File: config.mk
export PLATFORM = sky130hd
export DESIGN_NAME = tsrs_sequencer
export DESIGN_NICKNAME = d
export VERILOG_FILES = /design/src/tsrs_pkg.sv /design/src/tsrs_filter.sv /design/src/tsrs_sequencer.sv
export SDC_FILE = /design/constraint.sdc
export NUM_CORES = 1
export LEC_CHECK = 0
export ABC_AREA = 0
export BUFFER_PORTS_ARGS = -buffer_cell sky130_fd_sc_hd__buf_2
export CAP_MARGIN = 20
export CELL_PAD_IN_SITES_DETAIL_PLACEMENT = 2
export CELL_PAD_IN_SITES_GLOBAL_PLACEMENT = 2
export CORE_MARGIN = 8
export CORE_UTILIZATION = 39
export CTS_BUF_LIST = sky130_fd_sc_hd__clkbuf_4
export CTS_CLUSTER_DIAMETER = 100
export DETAILED_ROUTE_END_ITERATION = 12
export MAX_ROUTING_LAYER = met4
export PLACE_DENSITY_LB_ADDON = 0.25
export SYNTH_ARGS = -nofsm -noshare
export SYNTH_HDL_FRONTEND = slang
export SYNTH_HIERARCHICAL = 1
export SYNTH_SLANG_ARGS = --single-unit
File: constraint.sdc
create_clock -name mclk -period 2.4 [get_ports mclk]
set_clock_uncertainty 0.2 [all_clocks]
set_input_delay 0.12 -clock mclk [delete_from_list [all_inputs] [get_ports mclk]]
set_output_delay 0.12 -clock mclk [all_outputs]
set_load 0.05 [all_outputs]
File: src/tsrs_pkg.sv
// Package of constants and types for the three stage reset sequencer.
package tsrs_pkg;

    // ------------------------------------------------------------------
    // Clock and timing
    // ------------------------------------------------------------------
    localparam int unsigned CLK_MHZ         = 250;
    localparam int unsigned CYC_PER_US      = CLK_MHZ;
    // Base tick of the shared counter chain, in microseconds.
    localparam int unsigned TICK_US         = 1;
    localparam int unsigned TICK_CYC        = TICK_US * CYC_PER_US;
    // Stage one active time per delay setting, in milliseconds.
    localparam int unsigned STAGE1_GND_MS   = 15;
    localparam int unsigned STAGE1_OPEN_MS  = 30;
    localparam int unsigned STAGE1_HIGH_MS  = 75;
    // Button debounce delay, in microseconds (window 1000 to 2000).
    localparam int unsigned DEBOUNCE_US     = 1500;
    // Supply glitch filter, in microseconds; dips this short are ignored.
    localparam int unsigned SUPPLY_FILT_US  = 2000;
    // Stage ratios against stage one.
    localparam int unsigned STAGE2_RATIO    = 5;
    localparam int unsigned STAGE3_RATIO    = 10;

    // ------------------------------------------------------------------
    // Three level select codes
    // ------------------------------------------------------------------
    typedef enum logic [1:0] {
        TSRS_SEL_LOW,
        TSRS_SEL_HIGH,
        TSRS_SEL_OPEN
    } tsrs_sel_t;

    // Tolerance choices.
    typedef enum logic [1:0] {
        TSRS_TOL_5,
        TSRS_TOL_10,
        TSRS_TOL_WIDE
    } tsrs_tol_t;

endpackage : tsrs_pkg

File: src/tsrs_filter.sv
// Stability filter that passes a level only after it holds for a set time.
`timescale 1ns/1ps
module tsrs_filter
    import tsrs_pkg::*;
#(
    parameter int unsigned HOLD_TICKS = 1500,
    parameter bit          RST_VAL    = 1'b1
) (
    input  wire logic mclk,
    input  wire logic rst,
    input  wire logic tick,
    input  wire logic din,
    output logic      dout
);

    localparam int unsigned CW = $clog2(HOLD_TICKS + 1);

    logic [CW-1:0] cnt_q;

    // Count ticks while the input differs from the output; adopt it at the hold time.
    always_ff @(posedge mclk) begin
        if (rst) begin
            cnt_q <= '0;
            dout  <= RST_VAL;
        end else if (din == dout) begin
            cnt_q <= '0;
        end else if (tick) begin
            if (cnt_q == CW'(HOLD_TICKS - 1)) begin
                dout  <= din;
                cnt_q <= '0;
            end else begin
                cnt_q <= cnt_q + 1'b1;
            end
        end
    end

endmodule : tsrs_filter

File: src/tsrs_sequencer.sv
// Three stage reset sequencer with supply fault, button and select inputs.
`timescale 1ns/1ps
module tsrs_sequencer
    import tsrs_pkg::*;
#(
    parameter int unsigned TICK_CYCLES    = TICK_CYC,
    parameter int unsigned DEBOUNCE_TICKS = DEBOUNCE_US / TICK_US,
    parameter int unsigned SUPPLY_TICKS   = SUPPLY_FILT_US / TICK_US,
    parameter int unsigned MS_TICKS       = 1000 / TICK_US
) (
    input  wire logic       mclk,
    input  wire logic       rst,
    input  wire logic       supply_ok,
    input  wire logic       supply_above_min,
    input  wire logic       manual_reset_n,
    input  wire logic [1:0] delay_select,
    input  wire logic [1:0] tolerance_select,
    output logic [1:0]      tol_code_q,
    output logic            reset_stage1_n,
    output logic            reset_stage2_n,
    output logic            reset_stage3_n
);

    // ------------------------------------------------------------------
    // Shared time base
    // ------------------------------------------------------------------
    localparam int unsigned TW = $clog2(TICK_CYCLES);
    localparam int unsigned S3_MAX = STAGE1_HIGH_MS * MS_TICKS * STAGE3_RATIO;
    localparam int unsigned SW = $clog2(S3_MAX + 1);

    typedef enum logic [1:0] {
        TSRS_ST_HOLD,
        TSRS_ST_REL1,
        TSRS_ST_REL2,
        TSRS_ST_DONE
    } tsrs_state_t;

    logic [TW-1:0] div_q;
    logic          tick_q;
    logic          supply_good;
    logic          button_n;
    logic          cause;
    logic [1:0]    td_code_q;
    logic [SW-1:0] elapsed_q;
    logic [SW-1:0] stage1_len;
    tsrs_state_t   state_q;

    // Map a raw select pin code to a setting; codes 2 and 3 count as open.
    function automatic tsrs_sel_t sel_decode(input logic [1:0] raw);
        if (raw == 2'h0) begin
            sel_decode = TSRS_SEL_LOW;
        end else if (raw == 2'h1) begin
            sel_decode = TSRS_SEL_HIGH;
        end else begin
            sel_decode = TSRS_SEL_OPEN;
        end
    endfunction : sel_decode

    // Divider making the one tick pulse that times every delay.
    always_ff @(posedge mclk) begin
        if (rst) begin
            div_q  <= '0;
            tick_q <= 1'b0;
        end else if (div_q == TW'(TICK_CYCLES - 1)) begin
            div_q  <= '0;
            tick_q <= 1'b1;
        end else begin
            div_q  <= div_q + 1'b1;
            tick_q <= 1'b0;
        end
    end

    // ------------------------------------------------------------------
    // Input conditioning
    // ------------------------------------------------------------------
    // Supply filter: a fault must persist past the glitch window.
    // One extra tick, so that a dip lasting exactly the window is still ignored.
    tsrs_filter #(
        .HOLD_TICKS (SUPPLY_TICKS + 1),
        .RST_VAL    (1'b0)
    ) u_supply_filt (
        .mclk (mclk),
        .rst  (rst),
        .tick (tick_q),
        .din  (supply_ok),
        .dout (supply_good)
    );

    // Button debounce filter.
    tsrs_filter #(
        .HOLD_TICKS (DEBOUNCE_TICKS),
        .RST_VAL    (1'b1)
    ) u_button_filt (
        .mclk (mclk),
        .rst  (rst),
        .tick (tick_q),
        .din  (manual_reset_n),
        .dout (button_n)
    );

    assign cause = !supply_good || !button_n;

    // Select latches: tolerance only while below the lowest trip level.
    always_ff @(posedge mclk) begin
        if (rst) begin
            tol_code_q <= TSRS_TOL_5;
            td_code_q  <= TSRS_SEL_LOW;
        end else begin
            if (!supply_above_min) begin
                case (sel_decode(tolerance_select))
                    TSRS_SEL_HIGH: tol_code_q <= TSRS_TOL_5;
                    TSRS_SEL_LOW:  tol_code_q <= TSRS_TOL_10;
                    default:       tol_code_q <= TSRS_TOL_WIDE;
                endcase
            end
            if (state_q == TSRS_ST_HOLD) begin
                td_code_q <= sel_decode(delay_select);
            end
        end
    end

    // Stage one length in ticks for the held delay setting.
    always_comb begin
        case (td_code_q)
            TSRS_SEL_HIGH: stage1_len = SW'(STAGE1_HIGH_MS * MS_TICKS);
            TSRS_SEL_OPEN: stage1_len = SW'(STAGE1_OPEN_MS * MS_TICKS);
            default:       stage1_len = SW'(STAGE1_GND_MS * MS_TICKS);
        endcase
    end

    // ------------------------------------------------------------------
    // Release sequencer
    // ------------------------------------------------------------------
    // Any cause returns to hold and restarts the count; ticks advance stages.
    always_ff @(posedge mclk) begin
        if (rst) begin
            state_q   <= TSRS_ST_HOLD;
            elapsed_q <= '0;
        end else if (cause) begin
            state_q   <= TSRS_ST_HOLD;
            elapsed_q <= '0;
        end else if (state_q != TSRS_ST_DONE && tick_q) begin
            elapsed_q <= elapsed_q + 1'b1;
            case (state_q)
                TSRS_ST_HOLD: begin
                    if (elapsed_q == stage1_len - 1'b1) state_q <= TSRS_ST_REL1;
                end
                TSRS_ST_REL1: begin
                    if (elapsed_q == SW'(stage1_len * STAGE2_RATIO) - 1'b1)
                        state_q <= TSRS_ST_REL2;
                end
                TSRS_ST_REL2: begin
                    if (elapsed_q == SW'(stage1_len * STAGE3_RATIO) - 1'b1)
                        state_q <= TSRS_ST_DONE;
                end
                default: state_q <= TSRS_ST_DONE;
            endcase
        end
    end

    // Outputs registered from the state; all low in hold.
    always_ff @(posedge mclk) begin
        if (rst || cause) begin
            reset_stage1_n <= 1'b0;
            reset_stage2_n <= 1'b0;
            reset_stage3_n <= 1'b0;
        end else begin
            reset_stage1_n <= state_q != TSRS_ST_HOLD;
            reset_stage2_n <= state_q == TSRS_ST_REL2 || state_q == TSRS_ST_DONE;
            reset_stage3_n <= state_q == TSRS_ST_DONE;
        end
    end

    // ------------------------------------------------------------------
    // Checks
    // ------------------------------------------------------------------
    chk_order_two_one: assert property (@(posedge mclk) disable iff (rst)
        reset_stage2_n |-> reset_stage1_n) else $error("Stage two released before one.");
    chk_order_three_two: assert property (@(posedge mclk) disable iff (rst)
        reset_stage3_n |-> reset_stage2_n) else $error("Stage three released early.");
    chk_fault_forces_low: assert property (@(posedge mclk) disable iff (rst)
        !supply_good |=> !reset_stage1_n && !reset_stage2_n && !reset_stage3_n)
        else $error("Supply fault did not force resets.");
    chk_button_held_low: assert property (@(posedge mclk) disable iff (rst)
        !button_n |=> !reset_stage3_n) else $error("Held button left reset released.");
    chk_released_stays: assert property (@(posedge mclk) disable iff (rst)
        reset_stage3_n && !cause |=> reset_stage3_n) else $error("Reset dropped without cause.");
    chk_tol_frozen: assert property (@(posedge mclk) disable iff (rst)
        $past(supply_above_min) |-> $stable(tol_code_q)) else $error("Tolerance changed above trip.");
    chk_stage1_release: assert property (@(posedge mclk) disable iff (rst)
        $rose(reset_stage1_n) |-> $past(elapsed_q, 2) == stage1_len - 1'b1)
        else $error("Stage one released at wrong count.");
    chk_td_held: assert property (@(posedge mclk) disable iff (rst)
        state_q != TSRS_ST_HOLD |=> $stable(td_code_q)) else $error("Delay select changed mid run.");

endmodule : tsrs_sequencer

==> flow_summary.yaml, run 1 <==
status:
  outcome: "completed"
floorplan:
  die_h_um: 106
  fp.dieW_um: 106
  io-pin-count: 14
  die_area_sq_um: 11300
  core-area_sq_um: 8050
  start_util: 0.395
  rows: 33
logic_synthesis:
  ys_ff_latch: 62
  ys_types: 52
  yosys_warnings: 6
  post_synth_most_frequent_cells: "62 x dfxtp_1, 40 x nor2_1, 22 x nand2_1"
  synth_area_per_cell_sq_um: 8.64
  ys.flop_type: "dfxtp_1"
  async_flop_share: 0
  synth_top_family_by_area: "simple AND/OR/NAND/NOR gates"
  synth_top_area_share: 0.391
  synth_xor_xnor_area_share: 0.0965
  netlist_instances: 368
  yosys.area_share.simple: 0.300
  syn_area_sq_um: 3180
  synth_edf_count: 0
  syn_nets: 387
  synth_largest_area_cell: "dfxtp_1"
  synth.most_common_cell: "dfxtp_1"
  synthMuxAreaShare: 0.0157
  synth_fa_ha_area_frac: 0.0394
  synth_compound_area_frac: 0.115
  netlist_top_cells_area: "dfxtp_1 39%, xnor2_1 5.8%, nor2_1 4.7%"
  seq_area_frac_synth: 0.391
power:
  p_sw_frac: 0.237
  max-vdd-ir-drop_uv: 227
  pwr-share-seq: 0.529
  combPwrFrac: 0.042
  p_int_uw: 1510
  power.density_nw_per_um2: 541
  p_sw_uw: 467
  p_leak_uw: 0.00119
  p_clk_frac: 0.430
timing:
  setup_viol: 0
  timing.final.crit_share: 0.959
  relSlewSlack: 0.673
  maxSlewViolCount: 0
  fmax_mhz: 435
  min_period_ns: 2.30
  rsz0062_at_grt: "false"
  setup_tns_ns: 0
  worst_pin_slew_ns: 0.491
  final_hold_viol_count: 0
drt:
  drc_errors: 0
  wl_per_cell_um: 18.0
  finalWirelength_um: 9040
  dr_total_vias: 2836
  drt_iter0_drc: 41
  dr.pass1.iters: 4
  ant_nets: 0
  vias_per_cell: 5.64
min_path:
  hold_path.class: "input pin to flip-flop"
global_route:
  grt_max_degree: 23
  grt_usage: 0.177
  grt_overflow_total: 0
  grt_pass1_wl_um: 15700
  grt_antenna_before_repair: 0
  first_global_vias: 3140
clock_tree:
  htreeDepth: 3
  cts_setup_buffers: 0
  cts-buffers-inserted: 9
  clock_latency_ns: 0.43
  clk_path_buf_depth: 2
  cts_tree: "built"
  cts.sinks: 62
  cts_root_buf: "clkbuf_4"
  clkTransAtPathRegs_ns: 0.12
finish:
  diodes: 0
  nets: 412
  fin_area_sq_um: 3650
  area_growth_pct: 14.7
  drive_gt1_frac: 0.118
placed_design:
  gp_routability_congestion: 0.790
  place_hpwl_um: 6240
  io_buffers: 13
  post_dp_cell_area_sq_um: 3340
setup_path:
  worst-r2r-cell-count: 4
  path_class: "flip-flop to flip-flop"
  rrSetupSlack_ns: 0.1
  critical_path_required_ns: 2.57
  crit_start: "u_supply_filt/cnt_q[2]$_SDFFE_PP0P_"
  crit_fanout: 5
  crit_end: "u_supply_filt/dout$_SDFFE_PP0P_"
  r2r_end: "u_supply_filt/dout$_SDFFE_PP0P_"
  startpoint_type: "flip-flop"
  cp-end-kind: "flip-flop"
  regToRegStartpoint: "u_supply_filt/cnt_q[2]$_SDFFE_PP0P_"
  arrival_ns: 2.47
flow_run:
  maxCapViolations: 0
[cells in the final DEF, fill, tap and decap left out, types with 11 or more instances in the layout]
cell type,count
nand3_1,17
nor2_1,40
dfxtp_1,60
a21oi_1,13
nor3_1,13
xor2_1,14
xnor2_1,21
nand4_1,13
o21ai_0,11
dlygate4sd3_1,13
inv_1,12
buf_2,13
nand2_1,22
[per-layer routing]
layer,part of all wire,GRT usage,up-vias
li1,-,-,1374
met1,0.44,0.196,1411
met2,0.52,0.300,32
met3,0.020,0.0339,19
met4,0.021,0.0814,0
met5,0,-,-
[layout make-up]
cell class	count	area [sq um]
Fill cell	917	4410
Multi-Input combinational cell	274	1810
Sequential cell	62	1240
Timing Repair Buffer	34	255
Tap cell	105	131
Clock inverter	6	86.3
Clock buffer	10	75.1
Inverter	12	45.0
[sequential cells by signal, summed over array words and instances, names as in the netlist]
register	cells
elapsed_q	20
u_button_filt/dout	1
reset_stage3_n	1
state_q	2
reset_stage1_n	1
td_code_q	2
u_button_filt/cnt_q	11
u_supply_filt/dout	1
tick_q	1
u_supply_filt/cnt_q	11
div_q	8
reset_stage2_n	1
tol_code_q	2
[cell families after synthesis]
family | count (synthesis)
AOI/OAI and AO/OA | 56
and+or+nand+nor | 168
adders and majority gates | 10
muxes | 5
DFF | 62
buffers and inverters | 32
xor gates and xnor gates | 35
[per-stage QoR]
stage	hold slack, ns	total power [uW]	util	std cells	setup slack [ns]
after floorplan	-0.0109	1110	-	368	0.376
after global placement	0.167	1130	0.415	474	0.282
after detailed placement	0.186	1130	0.415	474	0.141
after CTS	0.135	2000	0.451	503	0.0887
after global routing	0.192	2060	0.453	503	0.0146
final	0.169	1970	0.453	503	0.0992
[worst max-delay path, stage by stage, from the launching register on]
cell	delay, ns
dfxtp_2	0.38
or3b_1	0.43
or4_1	0.52
a21oi_1	0.15
dlygate4sd3_1	0.56
[worst min path at each step]
stage | from | end | slack [ns] | depth (start not counted)
CTS | supply_ok | u_supply_filt/cnt_q[10]$_SDFFE_PP0P_ | 0.13 | 4
finish | supply_ok | u_supply_filt/cnt_q[2]$_SDFFE_PP0P_ | 0.17 | 4
detailed placement | delay_select[1] | td_code_q[1]$_SDFFE_PP0P_ | 0.19 | 3
global placement | tolerance_select[1] | tol_code_q[1]$_SDFFE_PP0N_ | 0.17 | 3
floorplan | rst | td_code_q[0]$_SDFFE_PP0P_ | -0.01 | 1
global route | supply_ok | u_supply_filt/cnt_q[2]$_SDFFE_PP0P_ | 0.19 | 4
[what timing repair did]
| action | 4_1_cts | 5_1_grt |
|---|---|---|
| endpoints found under the setup margin | 0 | 2 |
| gates resized for setup | 0 | 5 |
| endpoints found under the hold margin | 11 | 0 |
| hold buffers | 13 | 0 |
[power groups by stage]
stage                     Combinational [uW]  Clock, uW  Sequential (uW)
final                                   82.6        848             1040
after global routing                    91.3        923             1040
after CTS                               81.5        876             1040
after detailed placement                65.8          0             1070
after global placement                  62.2          0             1070
after floorplan                         35.6          0             1070
(Power assumes the default switching activity.)
==> run 2, diff against run 1 <==
--- a/config.mk
+++ b/config.mk
@@ -15,7 +15,6 @@
 export CTS_BUF_LIST = sky130_fd_sc_hd__clkbuf_4
 export CTS_CLUSTER_DIAMETER = 100
 export DETAILED_ROUTE_END_ITERATION = 12
-export MAX_ROUTING_LAYER = met4
 export PLACE_DENSITY_LB_ADDON = 0.25
 export SYNTH_ARGS = -nofsm -noshare
 export SYNTH_HDL_FRONTEND = slang
==> constraint.sdc (replaced) <==
create_clock -name mclk -period 2.4 [get_ports mclk]
set_clock_uncertainty 0.2 [all_clocks]
set_input_delay 0.48 -clock mclk [delete_from_list [all_inputs] [get_ports mclk]]
set_output_delay 0.48 -clock mclk [all_outputs]
set_load 0.05 [all_outputs]
==> flow_summary.yaml, run 2 (synthesis gave the netlist of run 1 again) <==
setup_path:
  path_class: "flip-flop to flip-flop"
  path_cells: "inv_1, ha_1, nor3b_1, nand3b_1, a2111oi_0, nor2_1, a211oi_2"
  critical_path_required_ns: 2.53
  r2r_end: "state_q[0]$_SDFFE_PP0P_"
  cpMaxStageDelayCell: "a2111oi_0"
  rrSetupSlack_ns: 0.13
  crit_fanout: 6
  critPathTopFamily: "compound AO/OA/AOI/OAI gates"
  arrival_ns: 2.40
  regToRegStartpoint: "td_code_q[0]$_SDFFE_PP0P_"
  max_stage_delay_ns: 0.49
  startpoint_type: "flip-flop"
  path_buf_inv: 1
  cp-end-kind: "flip-flop"
  worst-r2r-cell-count: 7
finish:
  area_growth_pct: 9.68
  final_common_cell: "dfxtp_1"
  nets: 398
  reg.largest.list: "elapsed_q: 20 flops, u_button_filt/cnt_q: 11 flops, u_supply_filt/cnt_q: 11 flops"
  ff_latch_area_sq_um: 1240
  final-instance-count-excl-fill: 488
  diodes: 0
  fin_area_sq_um: 3490
  regMostFlops: "elapsed_q"
  final_cell_mix: "62 x dfxtp_1, 40 x nor2_1, 22 x nand2_1"
  multiInputGateArea_sq_um: 1800
  num-fill-cells: 942
  drive_gt1_frac: 0.102
  largest_reg_flops: 20
timing:
  min_period_ns: 2.27
  setup_tns_ns: 0
  whs_ns: 0.125
  final_hold_viol_count: 0
  rsz0062_at_grt: "false"
  relSlewSlack: 0.370
  worst_pin_slew_ns: 0.937
  setup_viol: 0
  maxSlewViolCount: 0
  timing.final.crit_share: 0.944
  fmax_mhz: 441
clock_tree:
  htreeDepth: 3
  clkTransAtPathRegs_ns: 0.10
  post_cts_resized: 0
  cts_root_buf: "clkbuf_4"
  cts.sinks: 62
  clk_path_buf_depth: 2
  holdBufCountCts: 0
  clock_latency_ns: 0.41
  cts_setup_buffers: 0
  cts_tree: "built"
  cts-buffers-inserted: 9
floorplan:
  rows: 33
  core-area_sq_um: 8050
  start_util: 0.395
  die_h_um: 106
  fp.dieW_um: 106
  io-pin-count: 14
  die_area_sq_um: 11300
power:
  max-vdd-ir-drop_uv: 307
  p_sw_uw: 436
  power.density_nw_per_um2: 550
  fin_total_pwr_uw: 1920
  p_leak_uw: 0.00111
  p_sw_frac: 0.228
  p_clk_frac: 0.423
  combPwrFrac: 0.033
  pwr-share-seq: 0.544
  p_int_uw: 1480
drt:
  finalWirelength_um: 8420
  dr_total_vias: 2743
  ant_nets: 0
  route.met2.wl_um: 4370
  drt_iter0_drc: 64
  drc_errors: 0
  wl_per_cell_um: 17.2
  met1_length_um: 3770
  topRoutingLayerUsed: "met4"
  wl_met3_um: 206
  dr.pass1.iters: 3
  vias_per_cell: 5.62
min_path:
  min_path_cells: 3
  hold_path.class: "input pin to flip-flop"
  worstHoldStart: "delay_select[1]"
  min_to: "td_code_q[1]$_SDFFE_PP0P_"
global_route:
  grt_usage: 0.159
  grt_overflow_total: 0
  grt_max_degree: 23
  grt_pass1_wl_um: 14700
  grt_antenna_before_repair: 0
  first_global_vias: 3061
placed_design:
  place_inst: 473
  place_hpwl_um: 6080
  io_buffers: 13
  gp_routability_congestion: 0.768
  post_dp_cell_area_sq_um: 3340
status:
  outcome: "completed"
flow_run:
  maxCapViolations: 0
run 2: worst max-delay path by stage:
stage	startpoint	endpoint	slack [ns]	cells past startpoint
final	td_code_q[0]$_SDFFE_PP0P_	state_q[0]$_SDFFE_PP0P_	0.13	7
after global routing	td_code_q[0]$_SDFFE_PP0P_	state_q[0]$_SDFFE_PP0P_	0.002	7
after CTS	td_code_q[1]$_SDFFE_PP0P_	state_q[0]$_SDFFE_PP0P_	0.1	7
after detailed placement	td_code_q[0]$_SDFFE_PP0P_	state_q[0]$_SDFFE_PP0P_	0.14	7
after global placement	td_code_q[0]$_SDFFE_PP0P_	state_q[0]$_SDFFE_PP0P_	0.28	7
after floorplan	td_code_q[0]$_SDFFE_PP0P_	state_q[0]$_SDFFE_PP0P_	0.38	7
run 2: tightest hold or removal path: cells and delay by family:
family / cells / cell delay (ns)
AND/OR/NAND/NOR: 1 / 0.05
AO/OA/AOI/OAI: 1 / 0.05
buffers and inverters: 1 / 0.10
run 2: cell type report:
cell class              instances  share of cell area
well taps                     105              0.0377
flip-flops and latches         62               0.356
clock buffers                  10              0.0215
multi-input cells             274               0.517
clock inverters                 5              0.0215
inverters                      12              0.0129
repair buffers                 20              0.0337
run 2: per-layer routing:
metal / track usage / vias to the layer above
li1: - / 1344
met1: 0.177 / 1373
met2: 0.289 / 18
met3: 0.0430 / 8
met4: 0.0482 / 0
met5: 0 / -
run 2: stage by stage:
stage               utilization  worst slack [ns]
finish                    0.433             0.133
global route              0.433           0.00173
CTS                       0.433            0.0998
detailed placement        0.414             0.136
global placement          0.414             0.282
floorplan                     -             0.376
run 2: power groups by stage:
stage / Clock [uW] / Combinational [uW] / Sequential (uW)
finish: 812 / 62.9 / 1040
global route: 887 / 70.4 / 1040
CTS: 850 / 64.8 / 1040
detailed placement: 0 / 64.7 / 1070
global placement: 0 / 61.0 / 1070
floorplan: 0 / 35.6 / 1070
